--- config.mk ---
export PLATFORM = sky130hd
export DESIGN_NAME = icb_channel
export DESIGN_NICKNAME = d
export VERILOG_FILES = /design/src/common/icb_pkg.sv /design/src/design/icb_prio_pick.sv /design/src/design/icb_channel.sv
export SDC_FILE = /design/constraint.sdc
export NUM_CORES = 1
export LEC_CHECK = 0
export CORE_ASPECT_RATIO = 0.7
export CORE_MARGIN = 2
export CORE_UTILIZATION = 50
export CTS_CLUSTER_SIZE = 25
export DETAILED_ROUTE_END_ITERATION = 16
export DONT_BUFFER_PORTS = 1
export GPL_ROUTABILITY_DRIVEN = 0
export GPL_TIMING_DRIVEN = 0
export PLACE_DENSITY_LB_ADDON = 0.1
export SLEW_MARGIN = 20
export SYNTH_ARGS = -nofsm -noshare
export SYNTH_HDL_FRONTEND = slang
export SYNTH_HIERARCHICAL = 1
export SYNTH_SLANG_ARGS = --single-unit
--- constraint.sdc ---
create_clock -name clk -period 5.15 [get_ports clk]
set_input_delay 0.2575 -clock clk [delete_from_list [all_inputs] [get_ports clk]]
set_output_delay 0.2575 -clock clk [all_outputs]
set_load 0.02 [all_outputs]
--- src/common/icb_pkg.sv ---
// Constants and carrier types for the channel burst and blast logic.
// Assumes one 20 MHz clock; pin polarities are active high inside, except the active-low reset rst_b.
package icb_pkg;
   // ------------------------------------------------------------
   // Timing
   // ------------------------------------------------------------
   localparam int CLK_PERIOD_NS = 50;
   localparam int BLAST_MIN_NS = 800;
   localparam int BLAST_CYC = (BLAST_MIN_NS + CLK_PERIOD_NS - 1) /
                              CLK_PERIOD_NS;
   localparam int TIMEOUT_NS = 100000;
   localparam int TMO_CYC = TIMEOUT_NS / CLK_PERIOD_NS;
   localparam int MAX_BURST_BYTES = 256;

   // ------------------------------------------------------------
   // Widths
   // ------------------------------------------------------------
   localparam int ID_W = 8;
   localparam int ARS_W = 3;
   localparam int TAG_W = 4;
   localparam int BUS_W = 16;

   // ------------------------------------------------------------
   // Error byte bit positions and reset values
   // ------------------------------------------------------------
   localparam int ERR_PARITY = 0;
   localparam int ERR_BAD_ADDR = 1;
   localparam int ERR_TIMEOUT = 2;
   localparam int ERR_HOG = 3;
   localparam int ERR_INCOMPLETE = 4;
   localparam logic [7:0] ERR_RST = 8'h00;
   localparam logic [15:0] CHREG_RST = 16'h0000;

   // ------------------------------------------------------------
   // Carriers
   // ------------------------------------------------------------
   typedef struct packed {
      logic burst;
      logic svc_in;
      logic cs_req;
      logic multi_resp;
      logic xfer_in;
      logic [ARS_W-1:0] ars;
      logic [TAG_W-1:0] tag;
   } icb_att_t;

   typedef struct packed {
      logic ctl_out;
      logic svc_out;
      logic strobe;
   } icb_chn_t;
endpackage

--- src/design/icb_prio_pick.sv ---
// Fixed-priority picker: keeps the lowest-numbered set request bit.
// Assumes bit 0 has the highest priority; purely combinational.
`timescale 1ns/1ps
module icb_prio_pick #(
   parameter int W = 8
) (
   // Requests
   input wire logic [W-1:0] req,
   // Result
   output logic [W-1:0] onehot,
   output logic any
);
   // ------------------------------------------------------------
   // One bit wins
   // ------------------------------------------------------------
   genvar i;
   generate
      for (i = 0; i < W; i++) begin : g_bit
         if (i == 0) begin : g_first
            assign onehot[i] = req[i];
         end else begin : g_rest
            assign onehot[i] = req[i] & ~(|req[i-1:0]);
         end
      end
   endgenerate
   assign any = |req;
endmodule

--- src/design/icb_channel.sv ---
// Channel side of the multiple-byte cycle steal, error capture and blast.
// Assumes attachment inputs are synchronous to clk, active high.
// What this block and the attachment do
// [RL1] Attachment acknowledges then requests after selection
// [RL2] Control line drops; attachment lines then valid
// [RL3] Grant, storage access, drive output data
// [RL4] Attachment repeats data phases under grant
// [RL5] Ack then request drop; grant drops
// [RL6] Error sets error byte, raises check
// [RL7] No transfers until check acknowledged
// [RL8] Error byte and register hold until clear
// [RL9] Processor reads, clears and retries
// [RL10] Blast: control and grant, strobe idle
// [RL11] Blast on parity, address, timeout, hog, failure
// [RL12] Blast lasts at least 800 ns
// [RL13] Blast entry: grant first, control second
// [RL14] Attachment releases bus on blast
// [RL15] Attachment keeps requests asserted in blast
// [RL16] Blast ends dropping grant and control
// [RL17] Unrecoverable error raises processor check
// [RL18] One or two bytes per strobe, 256 max
// [RL19] Highest-priority identifier echoed on upper lines
// [RL20] Handshake timeout counter triggers blast
`timescale 1ns/1ps
module icb_channel #(
   parameter int MAX_BYTES = icb_pkg::MAX_BURST_BYTES,
   parameter int TMO = icb_pkg::TMO_CYC
) (
   // Clock and reset
   input wire logic clk,
   input wire logic rst_b,
   // Attachment lines
   input wire icb_pkg::icb_att_t att_i,
   input wire logic [15:0] bidi_in,
   input wire logic [1:0] bidi_par,
   output logic [15:0] bidi_out,
   output logic bidi_oe,
   output icb_pkg::icb_chn_t chn_o,
   // Storage access
   output logic stor_req,
   output logic stor_wr,
   output logic stor_two,
   output logic [icb_pkg::ARS_W-1:0] stor_sel,
   output logic [15:0] stor_wdata,
   input wire logic [15:0] stor_rdata,
   input wire logic stor_done,
   // Control processor
   input wire logic two_byte,
   input wire logic io_fail,
   input wire logic halt_req,
   input wire logic chk_ack,
   input wire logic err_clr,
   output logic chan_check,
   output logic proc_check,
   output logic cpu_hold,
   output logic [7:0] err_byte,
   output logic [15:0] chan_reg
);
   localparam int TW = $clog2(TMO) + 1;
   localparam int BCW = $clog2(icb_pkg::BLAST_CYC) + 1;
   localparam logic [TW-1:0] TMO_LAST = TW'(TMO - 1);
   localparam logic [BCW-1:0] BLAST_LAST = BCW'(icb_pkg::BLAST_CYC - 1);
   localparam logic [9:0] MAX_B = 10'(MAX_BYTES);

   typedef enum logic [3:0] {
      S_IDLE, S_SENSE, S_ID, S_SEL, S_WAIT_REQ, S_SETTLE, S_XFER,
      S_ACCESS, S_STROBE, S_END, S_BLAST_G, S_BLAST_C
   } icb_state_t;

   icb_state_t st_q, st_d;
   icb_pkg::icb_chn_t ch_q, ch_d;
   logic [15:0] out_q, out_d, wdata_q, wdata_d, chreg_q, chreg_d;
   logic oe_q, oe_d, req_q, req_d, wr_q, wr_d, two_q, two_d;
   logic [icb_pkg::ARS_W-1:0] sel_q, sel_d;
   logic [7:0] id_q, id_d, err_q, err_d, err_vec;
   logic [8:0] cnt_q, cnt_d;
   logic [TW-1:0] tmo_q, tmo_d;
   logic [BCW-1:0] bcnt_q, bcnt_d;
   logic chk_q, chk_d, pchk_q, pchk_d, hold_q, hold_d;
   logic svc_prev_q, cs_prev_q;

   // ------------------------------------------------------------
   // Decode
   // ------------------------------------------------------------
   wire logic [7:0] pick;
   wire logic pick_any;
   wire logic in_blast = (st_q == S_BLAST_G) || (st_q == S_BLAST_C);
   wire logic busy = (st_q != S_IDLE) && !in_blast;
   wire logic refuse = chk_q || pchk_q; // [RL7]
   wire logic [9:0] nb = two_byte ? 10'h002 : 10'h001; // [RL18]
   wire logic over = (10'({1'b0, cnt_q}) + nb) > MAX_B; // [RL18]
   wire logic par_bad = !(^{bidi_in[7:0], bidi_par[0]}) ||
      (two_byte && !(^{bidi_in[15:8], bidi_par[1]}));
   wire logic hs_edge = (att_i.svc_in != svc_prev_q) ||
      (att_i.cs_req != cs_prev_q) || (st_d != st_q); // [RL20]
   wire logic tmo_hit = busy && (tmo_q == TMO_LAST);

   // Blast sources; io_fail counts even from idle
   assign err_vec[icb_pkg::ERR_PARITY] = (st_q == S_XFER) &&
      att_i.xfer_in && par_bad; // [RL11]
   assign err_vec[icb_pkg::ERR_BAD_ADDR] = (st_q == S_SEL) && !pick_any;
   assign err_vec[icb_pkg::ERR_TIMEOUT] = tmo_hit; // [RL20]
   assign err_vec[icb_pkg::ERR_HOG] = (st_q == S_XFER) && over;
   assign err_vec[icb_pkg::ERR_INCOMPLETE] = io_fail && !in_blast;
   assign err_vec[7:5] = 3'h0;
   wire logic err_hit = |err_vec; // [RL11]

   icb_prio_pick #(.W(icb_pkg::ID_W)) u_pick (
      .req(bidi_in[7:0]),
      .onehot(pick),
      .any(pick_any)
   );

   // ------------------------------------------------------------
   // Error capture: set wins over clear
   // ------------------------------------------------------------
   assign err_d = (err_clr ? icb_pkg::ERR_RST : err_q) | err_vec; // [RL6]
   assign chreg_d = (err_hit && (err_q == 8'h00 || err_clr)) ?
      {id_q, att_i.tag, att_i.ars, att_i.xfer_in} :
      (err_clr ? icb_pkg::CHREG_RST : chreg_q); // [RL8]
   assign chk_d = err_hit || (chk_q && !chk_ack); // [RL6] [RL9]
   assign pchk_d = pchk_q || halt_req; // [RL17]
   assign hold_d = (st_d != S_IDLE) || pchk_d;
   assign tmo_d = (!busy || hs_edge) ? '0 : tmo_q + TW'(1); // [RL20]

   // ------------------------------------------------------------
   // Sequencer
   // ------------------------------------------------------------
   always_comb begin
      st_d = st_q;
      ch_d = ch_q;
      ch_d.strobe = 1'b0;
      out_d = out_q;
      oe_d = oe_q;
      req_d = req_q;
      wr_d = wr_q;
      two_d = two_q;
      sel_d = sel_q;
      wdata_d = wdata_q;
      id_d = id_q;
      cnt_d = cnt_q;
      bcnt_d = bcnt_q;
      if (err_hit) begin
         // Grant goes up alone first
         st_d = S_BLAST_G;
         ch_d.ctl_out = 1'b0;
         ch_d.svc_out = 1'b1; // [RL13]
         oe_d = 1'b0;
         req_d = 1'b0;
      end else begin
         case (st_q)
            S_IDLE: begin
               cnt_d = 9'h000;
               if (att_i.burst && !refuse) begin // [RL7]
                  ch_d.ctl_out = 1'b1;
                  st_d = S_SENSE;
               end
            end
            S_SENSE: begin
               ch_d.strobe = 1'b1;
               st_d = S_ID;
            end
            S_ID: st_d = S_SEL;
            S_SEL: begin
               id_d = pick;
               out_d = {pick, 8'h00}; // [RL19]
               oe_d = 1'b1;
               ch_d.strobe = 1'b1;
               st_d = S_WAIT_REQ;
            end
            S_WAIT_REQ: begin
               if (att_i.svc_in && att_i.cs_req) begin
                  ch_d.ctl_out = 1'b0; // [RL2]
                  oe_d = 1'b0;
                  st_d = S_SETTLE;
               end
            end
            // Gives the attachment a cycle to make its lines valid
            S_SETTLE: begin
               oe_d = 1'b0;
               st_d = S_XFER;
            end
            S_XFER: begin
               ch_d.svc_out = 1'b1; // [RL3]
               req_d = 1'b1;
               wr_d = att_i.xfer_in;
               two_d = two_byte;
               sel_d = att_i.ars;
               wdata_d = two_byte ? bidi_in : {8'h00, bidi_in[7:0]};
               cnt_d = cnt_q + 9'(nb); // [RL18]
               st_d = S_ACCESS;
            end
            S_ACCESS: begin
               if (stor_done) begin
                  req_d = 1'b0;
                  if (!wr_q) begin
                     out_d = stor_rdata; // [RL3]
                     oe_d = 1'b1;
                  end
                  ch_d.strobe = 1'b1;
                  st_d = S_STROBE;
               end
            end
            S_STROBE: begin
               oe_d = 1'b0;
               st_d = att_i.svc_in ? S_SETTLE : S_END; // [RL4]
            end
            S_END: begin
               if (!att_i.cs_req) begin
                  ch_d.svc_out = 1'b0; // [RL5]
                  st_d = S_IDLE;
               end
            end
            S_BLAST_G: begin
               ch_d.ctl_out = 1'b1; // [RL13] [RL10]
               bcnt_d = '0;
               st_d = S_BLAST_C;
            end
            S_BLAST_C: begin
               if (bcnt_q == BLAST_LAST) begin // [RL12]
                  ch_d.ctl_out = 1'b0; // [RL16]
                  ch_d.svc_out = 1'b0;
                  st_d = S_IDLE;
               end else begin
                  bcnt_d = bcnt_q + BCW'(1);
               end
            end
            default: st_d = S_IDLE;
         endcase
      end
   end

   // ------------------------------------------------------------
   // Registers
   // ------------------------------------------------------------
   always_ff @(posedge clk or negedge rst_b) begin
      if (!rst_b) begin
         st_q <= S_IDLE;
         ch_q <= '0;
         out_q <= 16'h0000;
         oe_q <= 1'b0;
         req_q <= 1'b0;
         wr_q <= 1'b0;
         two_q <= 1'b0;
         sel_q <= '0;
         wdata_q <= 16'h0000;
         id_q <= 8'h00;
         cnt_q <= 9'h000;
         bcnt_q <= '0;
         tmo_q <= '0;
      end else begin
         st_q <= st_d;
         ch_q <= ch_d;
         out_q <= out_d;
         oe_q <= oe_d;
         req_q <= req_d;
         wr_q <= wr_d;
         two_q <= two_d;
         sel_q <= sel_d;
         wdata_q <= wdata_d;
         id_q <= id_d;
         cnt_q <= cnt_d;
         bcnt_q <= bcnt_d;
         tmo_q <= tmo_d;
      end
   end

   always_ff @(posedge clk or negedge rst_b) begin
      if (!rst_b) begin
         err_q <= icb_pkg::ERR_RST;
         chreg_q <= icb_pkg::CHREG_RST;
         chk_q <= 1'b0;
         pchk_q <= 1'b0;
         hold_q <= 1'b0;
         svc_prev_q <= 1'b0;
         cs_prev_q <= 1'b0;
      end else begin
         err_q <= err_d;
         chreg_q <= chreg_d;
         chk_q <= chk_d;
         pchk_q <= pchk_d;
         hold_q <= hold_d;
         svc_prev_q <= att_i.svc_in;
         cs_prev_q <= att_i.cs_req;
      end
   end

   assign chn_o = ch_q;
   assign bidi_out = out_q;
   assign bidi_oe = oe_q;
   assign stor_req = req_q;
   assign stor_wr = wr_q;
   assign stor_two = two_q;
   assign stor_sel = sel_q;
   assign stor_wdata = wdata_q;
   assign chan_check = chk_q;
   assign proc_check = pchk_q;
   assign cpu_hold = hold_q;
   assign err_byte = err_q;
   assign chan_reg = chreg_q;

   wire logic blast = ch_q.ctl_out && ch_q.svc_out;
endmodule

==> run summary <==
slew at the pin closest to its max-slew limit - 0.7070 ns
router iterations before antenna repair - 5
Post-Route Setup TNS - 0 ns
Setup crit end kind - register
Horiz. Die Dim - 130.8 µm
maximum count of clock buffers along a single path - 2
top-area cell type share of the netlist area - 47.11%
largest cells by area after synthesis - dfrtp_1, nand2_1, mux2_2
root buffer cell - clkbuf_16
IO buf count - 0
min cycle time layout - 3.261 ns
Overflow after GRT - 0
number of buffers created by CTS - 9
Slew headroom - 52.52%
most common cell after layout, fill and taps aside - dfrtp_1
vias in the first global route - 4085
number of antenna diodes - 0
PwrDens - 522.0 mW/mm²
CTS HTree Levels - 3
summed instance area of the synthesized netlist - 0.005630 mm²
fraction of synthesis flops using an asynchronous set or reset pin - 100.0%
clock insertion delay at the later pin of the skew report - 0.36 ns
gate count after technology mapping - 556
ANT nets after route - 0
Vert. Die Dim - 92.79 µm
Max Slew Vio Count - 0
arrival time of data at the critical path endpoint - 3.56 ns
effective utilization at floorplan - 51.14%
post-route fraction of the period consumed by the critical path - 63.33%
final number of hold-violating endpoints - 0
commonest cells after routing, fill and taps aside - dfrtp_1, nand2_1, nor2_1, nand3_1, mux2_2
Clock Sink Count - 106
number of synthesized register bits - 106
Die Area - 0.01214 mm²
status - completed
number of flops mapped to enable cells by yosys - 0
startpoint-to-endpoint class of the critical path - register to register
max-cap violations - 0
standard-cell row count - 32
share of layout cells above drive strength 1 - 15.53%
Area growth, synth to finish - 11.51%
required time of the worst setup path - 5.44 ns
via count normalized by instance count - 5.729
Min-Delay Path Class - primary input to register
average cell area after synthesis - 10.13 µm²
post-synthesis cell type with the largest combined area - dfrtp_1
Clock transition at path regs - 0.08 ns
total of cells resized after clock tree synthesis - 0
post-route DRC violation count - 0
fraction of the yosys area taken by sequential cells - 47.11%
synth unique cells - 71
Yosys warnings - 6
core area - 0.01101 mm²
Critical Path Start Type - register
largest net degree at the start of global routing - 107
clock skew - 0.005617 ns
antenna violations before repair - 0
leakage power summed over all cells - 0.002937 µW
CTS tree - built
Worst VDD drop - 0.2592 mV
global-route usage over all layers - 23.06%
global-route wire length before repair - 21.49 mm
Final Setup Violations - 0
maximum fanout along the worst path - 10
routed wire length - 13.53 mm
DRC marker count from the first detailed-route iteration - 308
detailed-placement wirelength estimate - 9.676 mm
wire length per cell - 18.30 µm
ports placed on the boundary - 123
main flop type after synthesis - dfrtp_1
overall power after layout - 3278 µW
RSZ-0062 raised after global routing - no
fmax - 306.6 MHz
total via count in the routed design - 4234
Post-layout nets - 641
## path summary, 6_finish.rpt
kind	end	slack, ns	startpoint	cells after the start
min	stor_sel[1]$_DFFE_PN0P_	0.009	att_i[5]	2
max in group asynchronous	cnt_q[1]$_DFFE_PN0P_	4.24	rst_b	2
min in group asynchronous	stor_wdata[15]$_DFFE_PN0P_	0.48	rst_b	2
max	stor_wdata[2]$_DFFE_PN0P_	1.89	cnt_q[0]$_DFFE_PN0P_	10
min reg2reg	tmo_q[0]$_DFF_PN0_	0.48	tmo_q[0]$_DFF_PN0_	1
max reg2reg	stor_wdata[2]$_DFFE_PN0P_	1.89	cnt_q[0]$_DFFE_PN0P_	10
## layout make-up
class                      instances  area, µm²
fill                             961       4732
multi-input combinational        401       2739
sequential                       106       2653
clock buffer                       9      225.2
tap                              153      191.4
buffer                            32      175.2
timing repair buffer              12      137.6
clock inverter                     7      86.33
inverter                          19      71.32
## timing repair
item / in CTS / in global routing
endpoints found under the hold margin: 116 / 0
buffers inserted: 0 / 0
hold buffers: 12 / 0
## cells by family (layout without fill, tap and decap cells)
logic type	after synthesis	after routing	synth area share, %
compound gates	82	82	10.20
simple gates	231	231	21.20
fa+ha+maj	6	6	1.467
flops	106	106	47.11
xor+xnor	29	29	5.267
buf+inv	51	79	4.377
mux	50	50	10.31
other cells	1	3	0.06660
## synth_stat cells, types with 6 or more instances
cell / n
dfrtp_1: 106
nand2_1: 99
nor2_1: 25
mux2_2: 22
nand3_1: 22
nor2b_1: 20
o21ai_0: 19
inv_1: 18
nor3_1: 18
a21oi_1: 15
xnor2_1: 15
clkbuf_1: 12
buf_2: 11
mux2_1: 10
mux2i_1: 10
xor2_1: 10
mux2_4: 8
a21o_1: 7
a31oi_1: 7
and3_1: 6
nand2b_1: 6
## metrics by stage
step | std cells | utilization, % | instance area [µm²] | setup slack [ns] | hold slack, ns
after floorplan | 558 | - | 5638 | 2.012 | -0.03809
after global placement | 711 | 52.94 | 5829 | 1.502 | -0.03417
after detailed placement | 711 | 52.94 | 5829 | 1.471 | -0.03487
after CTS | 739 | 57.02 | 6279 | 1.842 | 0.002737
after global routing | 739 | 57.02 | 6279 | 1.518 | 0.005723
final | 739 | 57.02 | 6279 | 1.889 | 0.009213
## worst max-delay path: stages, from the launching register on
cell      delay, ns
dfrtp_1        0.39
ha_1           0.22
fa_1           0.46
or4_1          0.42
o21ai_1        0.09
a21o_1         0.13
a41oi_1        0.20
nor4_2         0.68
clkbuf_1       0.44
nand2_1        0.10
nand2_1        0.08
## report_power, final
group,switching [µW],internal [µW],total (µW)
sequential,397,1060,1460
clock,332,387,719
combinational,657,441,1100
## metal layers
layer	routed length [µm]	part of all wire [%]	GRT usage, %	up-vias
met3	1285	9.5	7.048	18
met5	0	0	0	-
li1	-	-	-	1972
met2	5768	43	33.29	173
met4	132	0.98	5.230	0
met1	6341	47	34.01	2071
Note: power is estimated with default switching activity, not from simulation.
